==> src/hdl/bacr_pkg.sv <==
// Function
// - hold bit set: memory lines driven high in standby
// - hold bit clear: memory lines float in standby
// - bit 12 keeps row/column strobes driven
// - bit 11 read-only byte order from strap
// - area 0 burst field picks access length
// - area 5 burst field picks burst length
// - area 6 burst field picks burst length
// - areas 2/3 memory type, other codes prohibited
// - bit 1 selects card protocol for area 5
// - bit 0 selects card protocol for area 6
// - size register reset only at power-on
// - reserved size bits read zero, write zero
// - two-bit size field decodes 8/16/32, 00 prohibited
// - idle register power-on reset, read-only bits
// - insert idles on area change or write after read
// - idle code gives one, one, two, three cycles
// - wait-select set: sample wait on clock fall
package bacr_pkg;
   localparam logic [11:0] AMC_OFFSET = 12'h000;
   localparam logic [11:0] ABS_OFFSET = 12'h004;
   localparam logic [11:0] AIC_OFFSET = 12'h008;
   localparam logic [15:0] AMC_RESET = 16'h0000;
   localparam logic [15:0] ABS_RESET = 16'h3ff0;
   localparam logic [15:0] AIC_RESET = 16'h3ff3;
   localparam logic [15:0] AMC_WMASK = 16'hf7ff;
   localparam logic [15:0] ABS_WMASK = 16'h3ff0;
   localparam logic [15:0] AIC_WMASK = 16'hbff3;
   localparam int HOLD_MEM_BIT = 13;
   localparam int HOLD_RC_BIT = 12;
   localparam int ENDIAN_BIT = 11;
   localparam int A0_BURST_POS = 9;
   localparam int A5_BURST_POS = 7;
   localparam int A6_BURST_POS = 5;
   localparam int MEMTYPE_POS = 2;
   localparam int A5_CARD_BIT = 1;
   localparam int A6_CARD_BIT = 0;
   localparam int WAIT_SEL_BIT = 15;
   localparam logic [2:0] MT_BOTH_PLAIN = 3'h0;
   localparam logic [2:0] MT_A3_SYNC = 3'h2;
   localparam logic [2:0] MT_BOTH_SYNC = 3'h3;
   localparam logic [1:0] WIDTH_BAD = 2'h0;
   localparam logic [1:0] WIDTH_8 = 2'h1;
   localparam logic [1:0] WIDTH_16 = 2'h2;
   localparam logic [1:0] WIDTH_32 = 2'h3;
   localparam int PIN_SYNC_STAGES = 3;

   // per-area settings latched for the bus cycle engines
   typedef struct packed {
      logic [4:0] burst_len;   // 1 = ordinary, else 4/8/16
      logic [1:0] width_code;  // 01 8-bit, 10 16-bit, 11 32-bit
      logic [1:0] idle_cycles; // 1..3
      logic card_space;        // card protocol selected
      logic sync_dram;         // synchronous dram area
   } bacr_area_cfg_t;

   typedef struct packed {
      logic hold_mem_lines;
      logic hold_row_col;
      logic big_endian_n;
      logic wait_on_fall;
      logic type_prohibited;
      logic width_prohibited;
   } bacr_global_cfg_t;
endpackage

==> src/hdl/bacr_regs.sv <==
`timescale 1ns/10ps
module bacr_regs
   import bacr_pkg::*;
(
   input wire logic core_clk_i,            // bus clock, 20 MHz
   input wire logic rst_n_i,               // power-on reset, active low
   input wire logic byte_order_strap_i,    // strap pin for byte order
   input wire logic psel_i,                // apb select
   input wire logic penable_i,             // apb enable
   input wire logic pwrite_i,              // apb direction
   input wire logic [11:0] paddr_i,        // apb byte address
   input wire logic [31:0] pwdata_i,       // apb write data
   input wire logic [3:0] pstrb_i,         // apb byte strobes
   output logic pready_o,                  // apb ready
   output logic [31:0] prdata_o,           // apb read data
   output logic pslverr_o,                 // apb error, unmapped
   input wire logic standby_i,             // device in standby
   input wire logic bus_released_i,        // bus granted away
   input wire logic cycle_start_i,         // engine starts a bus cycle
   input wire logic [2:0] cycle_area_i,    // area of starting cycle
   input wire logic cycle_write_i,         // starting cycle is a write
   input wire logic [2:0] area_sel_i,      // area to report in area_cfg_o
   output bacr_area_cfg_t area_cfg_o,      // settings for area_sel_i
   output bacr_global_cfg_t global_cfg_o,  // global settings
   output logic [1:0] idle_insert_o,       // idles due before this cycle
   output logic mem_lines_oe_o,            // drive memory lines
   output logic mem_lines_force_hi_o,      // force memory lines high
   output logic row_col_oe_o,              // drive row/column strobes
   output logic wait_sample_fall_o         // sample wait on falling edge
);
   logic [15:0] amc_ff;
   logic [15:0] abs_ff;
   logic [15:0] aic_ff;
   logic [15:0] shd_amc_ff;
   logic [15:0] shd_abs_ff;
   logic [15:0] shd_aic_ff;
   logic [PIN_SYNC_STAGES-1:0] strap_sync_ff;
   logic [PIN_SYNC_STAGES-1:0] strap_fill_ff;
   logic strap_agree;
   logic strap_taken_ff;
   logic [2:0] last_area_ff;
   logic last_write_ff;
   logic any_cycle_ff;
   logic [1:0] idle_insert_ff;
   logic [31:0] prdata_ff;
   logic [31:0] nxt_prdata;
   logic wr_en;
   logic rd_en;
   logic hit;

   // two-bit idle code to cycle count
   function automatic logic [1:0] idle_count(input logic [1:0] code);
      unique case (code)
         2'h0, 2'h1: idle_count = 2'h1;
         2'h2: idle_count = 2'h2;
         default: idle_count = 2'h3;
      endcase
   endfunction

   // two-bit burst code to access count
   function automatic logic [4:0] burst_count(input logic [1:0] code);
      unique case (code)
         2'h0: burst_count = 5'h01;
         2'h1: burst_count = 5'h04;
         2'h2: burst_count = 5'h08;
         default: burst_count = 5'h10;
      endcase
   endfunction

   // merge masked write data under byte strobes
   function automatic logic [15:0] merge(input logic [15:0] old_v, input logic [15:0] wmask);
      logic [15:0] strobed;
      strobed = {{8{pstrb_i[1]}}, {8{pstrb_i[0]}}};
      merge = (old_v & ~(strobed & wmask)) | (pwdata_i[15:0] & strobed & wmask);
   endfunction

   // apb slave answers with no wait states
   assign hit = (paddr_i == AMC_OFFSET) || (paddr_i == ABS_OFFSET) || (paddr_i == AIC_OFFSET);
   assign wr_en = psel_i && penable_i && pwrite_i && hit;
   assign rd_en = psel_i && !penable_i && !pwrite_i;
   assign pready_o = 1'b1;
   assign pslverr_o = psel_i && penable_i && !hit;
   assign prdata_o = prdata_ff;

   // reserved bits never store, so they always read as zero
   always_ff @(posedge core_clk_i or negedge rst_n_i)
   begin
      if (!rst_n_i)
      begin
         amc_ff <= AMC_RESET;
         abs_ff <= ABS_RESET;
         aic_ff <= AIC_RESET;
      end
      else if (wr_en)
      begin
         if (paddr_i == AMC_OFFSET)
            amc_ff <= merge(amc_ff, AMC_WMASK);
         if (paddr_i == ABS_OFFSET)
            abs_ff <= merge(abs_ff, ABS_WMASK);
         if (paddr_i == AIC_OFFSET)
            aic_ff <= merge(aic_ff, AIC_WMASK);
      end
   end

   // strap is asynchronous to the bus clock; taken once after reset release
   always_ff @(posedge core_clk_i or negedge rst_n_i)
   begin
      if (!rst_n_i)
         strap_sync_ff <= '0;
      else
         strap_sync_ff <= {strap_sync_ff[PIN_SYNC_STAGES-2:0], byte_order_strap_i};
   end

   // fill marker: the reset zeros in the chain must not count as a strap level
   always_ff @(posedge core_clk_i or negedge rst_n_i)
   begin
      if (!rst_n_i)
         strap_fill_ff <= '0;
      else
         strap_fill_ff <= {strap_fill_ff[PIN_SYNC_STAGES-2:0], 1'b1};
   end
   assign strap_agree = strap_fill_ff[PIN_SYNC_STAGES-1] && (strap_sync_ff[1] == strap_sync_ff[2]);

   // only a power-on reset recaptures the byte order; read-only to software
   always_ff @(posedge core_clk_i or negedge rst_n_i)
   begin
      if (!rst_n_i)
         strap_taken_ff <= 1'b0;
      else if (!strap_taken_ff && strap_agree)
         strap_taken_ff <= 1'b1;
   end

   logic endian_ff;
   always_ff @(posedge core_clk_i or negedge rst_n_i)
   begin
      if (!rst_n_i)
         endian_ff <= 1'b0;
      else if (!strap_taken_ff && strap_agree)
         endian_ff <= strap_sync_ff[2];
   end

   // read data latched in setup so it is stable during access
   always_comb
   begin
      nxt_prdata = prdata_ff;
      if (rd_en)
      begin
         if (paddr_i == AMC_OFFSET)
            nxt_prdata = {16'h0000, amc_ff[15:12], endian_ff, amc_ff[10:0]};
         else if (paddr_i == ABS_OFFSET)
            nxt_prdata = {16'h0000, abs_ff & ABS_WMASK};
         else if (paddr_i == AIC_OFFSET)
            nxt_prdata = {16'h0000, aic_ff & AIC_WMASK};
         else
            nxt_prdata = 32'h0000_0000;
      end
   end

   always_ff @(posedge core_clk_i or negedge rst_n_i)
   begin
      if (!rst_n_i)
         prdata_ff <= 32'h0000_0000;
      else
         prdata_ff <= nxt_prdata;
   end

   // shadows load only at a cycle start, so a running cycle is undisturbed
   always_ff @(posedge core_clk_i or negedge rst_n_i)
   begin
      if (!rst_n_i)
      begin
         shd_amc_ff <= AMC_RESET;
         shd_abs_ff <= ABS_RESET;
         shd_aic_ff <= AIC_RESET;
      end
      else if (cycle_start_i)
      begin
         shd_amc_ff <= amc_ff;
         shd_abs_ff <= abs_ff;
         shd_aic_ff <= aic_ff;
      end
   end

   // idle count due: area change or write after read, from the previous area
   always_ff @(posedge core_clk_i or negedge rst_n_i)
   begin
      if (!rst_n_i)
      begin
         last_area_ff <= 3'h0;
         last_write_ff <= 1'b0;
         any_cycle_ff <= 1'b0;
         idle_insert_ff <= 2'h0;
      end
      else if (cycle_start_i)
      begin
         last_area_ff <= cycle_area_i;
         last_write_ff <= cycle_write_i;
         any_cycle_ff <= 1'b1;
         if (any_cycle_ff && ((cycle_area_i != last_area_ff) ||
             (cycle_write_i && !last_write_ff)))
            idle_insert_ff <= idle_count(aic_field(last_area_ff));
         else
            idle_insert_ff <= 2'h0;
      end
   end
   assign idle_insert_o = idle_insert_ff;

   // idle code of an area; area 1 has none and falls back to area 0
   function automatic logic [1:0] aic_field(input logic [2:0] area);
      logic [3:0] pos;
      pos = (area == 3'h1) ? 4'h0 : {area, 1'b0};
      aic_field = aic_ff[pos +: 2];
   endfunction

   // width code of an area; areas 0 and 1 report 32-bit, set elsewhere
   function automatic logic [1:0] width_field(input logic [2:0] area);
      logic [3:0] pos;
      pos = {area, 1'b0};
      width_field = (area < 3'h2) ? WIDTH_32 : shd_abs_ff[pos +: 2];
   endfunction

   // per-area decode from the shadow copy
   always_comb
   begin
      area_cfg_o = '0;
      area_cfg_o.width_code = width_field(area_sel_i);
      area_cfg_o.idle_cycles = idle_count(shd_aic_ff[(area_sel_i == 3'h1 ? 4'h0 :
         {area_sel_i, 1'b0}) +: 2]);
      area_cfg_o.burst_len = 5'h01;
      unique case (area_sel_i)
         3'h0: area_cfg_o.burst_len = burst_count(shd_amc_ff[A0_BURST_POS +: 2]);
         3'h5:
         begin
            area_cfg_o.burst_len = burst_count(shd_amc_ff[A5_BURST_POS +: 2]);
            area_cfg_o.card_space = shd_amc_ff[A5_CARD_BIT];
         end
         3'h6:
         begin
            area_cfg_o.burst_len = burst_count(shd_amc_ff[A6_BURST_POS +: 2]);
            area_cfg_o.card_space = shd_amc_ff[A6_CARD_BIT];
         end
         3'h2: area_cfg_o.sync_dram = shd_amc_ff[MEMTYPE_POS +: 3] == MT_BOTH_SYNC;
         3'h3: area_cfg_o.sync_dram = (shd_amc_ff[MEMTYPE_POS +: 3] == MT_BOTH_SYNC) ||
            (shd_amc_ff[MEMTYPE_POS +: 3] == MT_A3_SYNC);
         default: area_cfg_o.burst_len = 5'h01;
      endcase
   end

   // global settings, flags for prohibited codes
   always_comb
   begin
      global_cfg_o.hold_mem_lines = amc_ff[HOLD_MEM_BIT];
      global_cfg_o.hold_row_col = amc_ff[HOLD_RC_BIT];
      global_cfg_o.big_endian_n = endian_ff;
      global_cfg_o.wait_on_fall = aic_ff[WAIT_SEL_BIT];
      global_cfg_o.type_prohibited = !((amc_ff[MEMTYPE_POS +: 3] == MT_BOTH_PLAIN) ||
         (amc_ff[MEMTYPE_POS +: 3] == MT_A3_SYNC) ||
         (amc_ff[MEMTYPE_POS +: 3] == MT_BOTH_SYNC));
      global_cfg_o.width_prohibited = (width_field(3'h2) == WIDTH_BAD) ||
         (width_field(3'h3) == WIDTH_BAD) || (width_field(3'h4) == WIDTH_BAD) ||
         (width_field(3'h5) == WIDTH_BAD) || (width_field(3'h6) == WIDTH_BAD);
   end

   // pin control in standby and bus release
   assign mem_lines_oe_o = !standby_i || amc_ff[HOLD_MEM_BIT];
   assign mem_lines_force_hi_o = standby_i && amc_ff[HOLD_MEM_BIT];
   assign row_col_oe_o = !(standby_i || bus_released_i) || amc_ff[HOLD_RC_BIT];
   assign wait_sample_fall_o = aic_ff[WAIT_SEL_BIT];
endmodule

==> config.mk <==
export PLATFORM = sky130hd
export DESIGN_NAME = bacr_regs
export DESIGN_NICKNAME = d
export VERILOG_FILES = /design/src/hdl/bacr_pkg.sv /design/src/hdl/bacr_regs.sv
export SDC_FILE = /design/constraint.sdc
export NUM_CORES = 1
export LEC_CHECK = 0
export BUFFER_PORTS_ARGS = -buffer_cell sky130_fd_sc_hd__buf_2
export CELL_PAD_IN_SITES_DETAIL_PLACEMENT = 2
export CELL_PAD_IN_SITES_GLOBAL_PLACEMENT = 2
export CORE_ASPECT_RATIO = 2
export CORE_MARGIN = 3
export CORE_UTILIZATION = 37
export CTS_BUF_LIST = sky130_fd_sc_hd__clkbuf_16
export CTS_CLUSTER_SIZE = 16
export DETAILED_ROUTE_END_ITERATION = 8
export PLACE_DENSITY = 0.87
export SLEW_MARGIN = 20
export SYNTH_ARGS = -nofsm -noshare
export SYNTH_HDL_FRONTEND = slang
export SYNTH_SLANG_ARGS = --single-unit
==> constraint.sdc <==
create_clock -name core_clk_i -period 2.4 [get_ports core_clk_i]
set_input_delay 0.48 -clock core_clk_i [delete_from_list [all_inputs] [get_ports core_clk_i]]
set_output_delay 0.48 -clock core_clk_i [all_outputs]
set_load 0.05 [all_outputs]
# == Word level (Yosys, flattened, before mapping) ==
# Cells that the tools add are included.
# word_totals
inputBits,64
register_bits,138
romBits,0
latch_bits,0
mem_bits_rw,0
memories,0
word_cells,118
# op_classes
order_cmp,1
reduce_logical,50
n_mul,0
shift,3
add_sub_neg,0
n_mux,15
n_bitwise,10
eq_ne,24
n_div,0
# op_table
operator,count
$and A16 B16 Y16,4
$pmux W5 S3,4
$mux W16,3
$shiftx A16 B5 Y2,3
$not A16 Y16,2
$or A16 B16 Y16,2
$logic_not A2 Y1,10
$eq A3 B2 Y1 const B,6
$not A14 Y16,1
$or A16 B14 Y16,1
$logic_or A1 B1 Y1,13
$eq A12 B3 Y1 const B,1
$eq A12 B4 Y1 const B,1
$logic_not A12 Y1,1
$logic_and A1 B1 Y1,11
$eq A2 B1 Y1 const B,5
$eq A2 B2 Y1 const B,5
$logic_not A1 Y1,8
$mux W4,2
$pmux W2 S2,2
$eq A3 B1 Y1 const B,2
$eq A3 B3 Y1 const B,2
$logic_not A3 Y1,2
$reduce_and A2 Y1,3
other kinds (6),9

# == Longest topological paths before layout ==
# Gate-level depths: netlist of run 1.
# depth
depth_word,7
ltp_mapped,6
ltp_nobuf,4

# == Worst setup path after synthesis of run 1 ==
# Ideal clock, no wire load.
# synth_path
path_type,input to output
startpoint,input area_sel_i[1]
endpoint,output area_cfg_o[4] (netlist name)
stages,4
path_buffers,2
path_slack_ns,-0.311
arrival_time_ns,2.231
path_cell_list,clkbuf_1 > buf_1 > a31oi_1 > o21ai_0
# synth_lines
item,line_no,source
start: declaration,bacr_regs.sv:22,"input wire logic [2:0] area_sel_i,"
end: declaration,bacr_regs.sv:23,"output bacr_area_cfg_t area_cfg_o,"

==> results of run 1 <==
[cells in the final DEF, fill, tap and decap left out, drive strengths merged, types with 2 or more instances in the layout]
master  instances
o221ai          2
mux4            2
nand4           4
o21ai          22
o21a           13
and2            2
and3            3
xnor2           4
conb           19
nand3b          3
buf           108
a22o            2
a221o           3
nor2b           5
nand3           5
nand2b         14
clkinv          2
a211oi          4
o22ai           6
dfstp          44
nor4            4
nand2          24
a22oi          11
a31oi           4
mux2           70
nor3            3
clkbuf         10
mux2i           8
inv            19
dfrtp          59
a21o            2
and4            2
a21oi           5
or4             2
nor2            3
[logic make-up (layout without fill, tap and decap cells)]
kind of cell / Yosys count / in the layout
compound gates: 82 / 82
xor+xnor: 4 / 4
buf+inv: 56 / 139
flops: 103 / 103
mux: 80 / 80
other cells: 2 / 19
simple gates: 81 / 81
[through the flow]
step	worst slack, ps	utilization	hold slack (ps)	area, sq um
final	96.3	0.451	109	5900
after global routing	9.05	0.451	135	5900
after CTS	53.8	0.451	127	5890
after detailed placement	58.7	0.430	344	5610
after global placement	73.0	0.430	333	5610
after floorplan	23.2	-	184	5030
[where the power goes]
part / switching, uW / internal (uW) / total (uW)
Sequential: 20.4 / 1750 / 1770
Clock: 692 / 718 / 1410
Combinational: 245 / 104 / 349
[critical path, delay by kind of cell]
kind | cells | cell delay (ps)
compound gates | 1 | 290
buf+inv | 2 | 480
simple gates | 2 | 560
[layer usage]
layer,part of all wire,global-route usage,routed length (um),vias to the layer above
li1,-,-,-,1611
met1,0.35,0.244,5680,1891
met2,0.58,0.428,9380,100
met3,0.028,0.0423,444,33
met4,0.038,0.101,616,0
met5,0,0,0,-
[what timing repair did]
item,in CTS,in global routing
gates resized for setup,0,1
endpoints found under the setup margin,0,1
endpoints found under the hold margin,0,0
[layout make-up]
type | count | area [sq um] | area share
flip-flops and latches | 103 | 2630 | 0.447
multi-input cells | 266 | 2100 | 0.357
repair buffers | 109 | 638 | 0.108
clock buffers | 9 | 225 | 0.0382
well taps | 152 | 190 | 0.0323
clock inverters | 7 | 53.8 | 0.00913
inverters | 14 | 52.6 | 0.00891
[path summary, 6_finish.rpt]
check	startpoint	to	slack, ps
max	area_sel_i[2]	area_cfg_o[8]	100
min	rst_n_i	prdata_o[3]$_DFFE_PN0P_	110
max reg2reg	last_area_ff[0]$_DFFE_PN0P_	idle_insert_o[0]$_DFFE_PN0P_	650
min reg2reg	strap_fill_ff[1]$_DFF_PN0_	strap_fill_ff[2]$_DFF_PN0_	370
max in group asynchronous	rst_n_i	async pin	1550
min in group core_clk_i	byte_order_strap_i	strap_sync_ff[0]$_DFF_PN0_	230
==> flow_summary.ini, run 1 <==
[global_routing]
antenna_found_initial = 0
globalRoute.totalOverflow = 0
grt_first_pass_wirelength_mm = 25.5
grt_util_all_layers = 0.230
first_global_vias = 4398
grt_start_max_net_pins = 43

[logic_synthesis]
yosys_most_used_dff = dfrtp_1
synth.largest_area_cell = dfrtp_1
share_of_synthesized_flip_flops_with_an_asynchronous_set_or_reset = 1.00
synth_most_common_cell = mux2_2
ys_top_cells_by_count = 69 x mux2_2, 59 x dfrtp_1, 44 x dfstp_2, 24 x nand2_1, 22 x buf_4
post_synthesis_compound_gate_area_fraction = 0.112
synth_edf_count = 0
synth_top_cell_area_share = 0.298
synth_top_family_by_area = multiplexers
synth.yosys.seq_area_share = 0.531
yosys.area_share.simple = 0.104
synth_area_per_cell_sq_um = 12.2
synth.area.top_cells = dfrtp_1 30%, dfstp_2 23%, mux2_2 16%
arithmetic_cell_share_of_the_synthesized_area_counting_full_adders_half_adders_and_majority_gates = 0
yosys_warnings = 0
synth_xor_xnor_area_share = 0.00707
yosysUniqueCellTypes = 56
fraction_of_synthesized_area_in_multiplexers = 0.184
synth-seq-cells = 103
gate_count_post_synth = 408
mappedNetlistArea_sq_um = 4960

[detailed_routing]
route.detailed.wl_per_inst_um = 24.4
route.detailed.vias_per_inst = 5.51
residual_drc = 0
vias = 3635
route.antenna.remaining_nets = 0
detail_route.wirelength_mm = 16.1
drt_pre_antenna_iters = 4
drt_first_iter_violations = 146

[sta]
fmaxAchievable_ghz = 0.434
finalCritPeriodShare = 0.960
finalHoldViolCount = 0
rsz0062_at_grt = false
setup_viol_count_final = 0
totalNegativeSetupSlack_ps = 0
worst_slew_pin_slew_ps = 578
fin_skew_ps = 8.22
max_slew_violation_count = 0
relative_slew_slack = 0.615
post-route-min-period_ps = 2300

[finish]
antenna_cells = 0
design.final.nets = 567
final-instance-count-excl-fill = 660
flow.area_growth_from_synthesis_pct = 18.9
drive_above_1_share = 0.492
final.fill_count = 1343

[placement]
port_buffers = 84
place.detailed.instances = 644
hpwl_mm = 12.3
gp_congestion = 0.769

[clocking]
clkLatencyLatePin_ps = 350
cts_buffers = 9
ctsLongestPathBuffers = 2
cts_sinks = 103
cts_tree = done
cts.reportedPaths.clkPinSlew_ps = 70
clockRootBuffer = clkbuf_16
post_cts.repair.setup_buffers = 0
cts-hold-fix-buffers = 0
htree_num_levels = 3

[power]
power-per-cell-area_nw_per_um2 = 599
p_leak_uw = 0.00274
vdd_ir_drop_max_mv = 0.325
total_power_uw = 3530

[worst_setup_path]
setup.worst_path.start_class = input pin
timing.reg2reg.worst_path_depth = 4
slowest_cp_cell = nor3_1
crit_fanout = 10
critPathRequiredTime_ps = 1920
critical_path_sink_type = primary output
worstPathArrival_ps = 1820
cp_slowest_stage_delay_ps = 400
path_cells = buf_2 > nor3_1 > nand2b_1 > o221ai_1 > buf_2
crit_path_frequent_cell = buf_2
criticalPathCategory = in2out

[floorplan]
start_util = 0.379
placementRows = 59
ios = 121
die-width_um = 87.8
floorplan.core_area_sq_um = 13100
dieArea_sq_um = 14900
die_height_um = 170

[status]
status = complete, no violations

[run]
maxCapViolCount = 0

[worst_hold_path]
min-delay-path-class = in2async
Note: power is estimated with default switching activity, not from simulation.
==> inputs of run 2 (changes only) <==
--- a/config.mk
+++ b/config.mk
@@ -14,7 +14,7 @@
 export CTS_BUF_LIST = sky130_fd_sc_hd__clkbuf_16
 export CTS_CLUSTER_SIZE = 16
 export DETAILED_ROUTE_END_ITERATION = 8
-export PLACE_DENSITY = 0.87
+export PLACE_DENSITY = 0.82
 export SLEW_MARGIN = 20
 export SYNTH_ARGS = -nofsm -noshare
 export SYNTH_HDL_FRONTEND = slang
==> flow_summary.ini, run 2 (same netlist as run 1, synthesis figures left out) <==
[detailed_routing]
route.antenna.remaining_nets = 0
route.detailed.wl_per_inst_um = 22.9
vias = 3651
drt_pre_antenna_iters = 4
route.detailed.vias_per_inst = 5.57
detail_route.wirelength_mm = 15.0
residual_drc = 0
drt_first_iter_violations = 182

[sta]
post-route-min-period_ps = 2310
final.hold.worst_slack_ps = 63.6
worst_slew_pin_slew_ps = 561
fmaxAchievable_ghz = 0.432
fin_ws_ps = 87.0
totalNegativeSetupSlack_ps = 0
max_slew_violation_count = 0
relative_slew_slack = 0.626
finalHoldViolCount = 0
finalCritPeriodShare = 0.964
setup_viol_count_final = 0
rsz0062_at_grt = false
fin_skew_ps = 8.44

[global_routing]
grt_first_pass_wirelength_mm = 23.7
grt_util_all_layers = 0.213
antenna_found_initial = 0
globalRoute.totalOverflow = 0
grt_start_max_net_pins = 74
first_global_vias = 4286

[clocking]
ctsLongestPathBuffers = 2
cts_sinks = 103
cts_buffers = 9
htree_num_levels = 3
clkLatencyLatePin_ps = 340
clockRootBuffer = clkbuf_16
cts.reportedPaths.clkPinSlew_ps = 70
cts_tree = done
cts-hold-fix-buffers = 0

[worst_setup_path]
cp_num_buf_inv = 1
cp_top_family = multiplexers
criticalPathCategory = reg2out
crit_fanout = 2
path_cells = mux4_2 > a21o_2 > o211ai_1 > buf_2
critPathRequiredTime_ps = 1920
setup.worst_path.start_class = register
cp_slowest_stage_delay_ps = 500
critical_path_sink_type = primary output
slowest_cp_cell = mux4_2
worstPathArrival_ps = 1830

[placement]
port_buffers = 84
gp_congestion = 0.813
hpwl_mm = 11.3
place_worst_setup_slack_ps = 46.4

[finish]
antenna_cells = 0
mostFrequentLayoutCell = buf_2
design.final.nets = 563
final.fill_count = 1338
post-route-util = 0.447
drive_above_1_share = 0.490
commonest_cells_after_routing_fill_and_taps_aside = 82 x buf_2, 69 x mux2_2, 59 x dfrtp_1, 44 x dfstp_2, 24 x nand2_1
flow.area_growth_from_synthesis_pct = 17.9

[floorplan]
floorplan.core_area_sq_um = 13100
start_util = 0.379
placementRows = 59
die_height_um = 170
dieArea_sq_um = 14900
die-width_um = 87.8
ios = 121

[run]
maxCapViolCount = 0

[power]
p_leak_uw = 0.00270
total_power_uw = 3460
power-per-cell-area_nw_per_um2 = 592
vdd_ir_drop_max_mv = 0.415

[status]
status = complete, no violations

[worst_hold_path]
min-delay-path-class = in2async
## run 2: worst register-to-register path: stages (launching register included)
cell and delay, ps:
dfrtp_1 600, mux2i_1 170, mux4_2 490, a211oi_1 180, o22ai_1 100
## run 2: worst paths after layout
check,from,endpoint,slack [ps],cells after the start
min in group core_clk_i,byte_order_strap_i,strap_sync_ff[0]$_DFF_PN0_,240,1
worst max-delay path,shd_aic_ff[15]$_DFFE_PN0P_,area_cfg_o[2],90,4
max in group asynchronous,rst_n_i,async pin,1550,2
worst min register to register,strap_fill_ff[0]$_DFF_PN0_,strap_fill_ff[1]$_DFF_PN0_,370,0
worst max register to register,last_area_ff[0]$_DFFE_PN0P_,idle_insert_o[0]$_DFFE_PN0P_,730,4
worst min-delay path,rst_n_i,async pin,60,1
## run 2: per-stage QoR
stage | area (sq um) | instances
floorplan | 5030 | 425
global placement | 5570 | 640
detailed placement | 5570 | 640
CTS | 5840 | 656
global route | 5850 | 656
finish | 5850 | 656
## run 2: repair_timing
action                                  in CTS  in global routing
endpoints found under the setup margin       0                  4
buffers inserted                             0                  0
gates resized for setup                      0                  2
## run 2: per-layer routing
layer | track usage | up-vias | share of wire
met3 | 0.0272 | 39 | 0.029
met4 | 0.114 | 0 | 0.049
met2 | 0.388 | 108 | 0.56
met1 | 0.231 | 1888 | 0.36
met5 | 0 | - | 0
li1 | - | 1616 | -
## run 2: area by class of cell
cell class | instances | area [sq um] | area share
Multi-Input combinational cell | 266 | 2110 | 0.361
Clock buffer | 9 | 225 | 0.0385
Clock inverter | 7 | 41.3 | 0.00706
Inverter | 14 | 52.6 | 0.00899
Tap cell | 152 | 190 | 0.0325
Timing Repair Buffer | 105 | 596 | 0.102
Sequential cell | 103 | 2630 | 0.450
## run 2: power breakdown
group / switching (uW) / internal [uW]
registers: 19.2 / 1750
logic: 238 / 97.5
clock network: 654 / 697
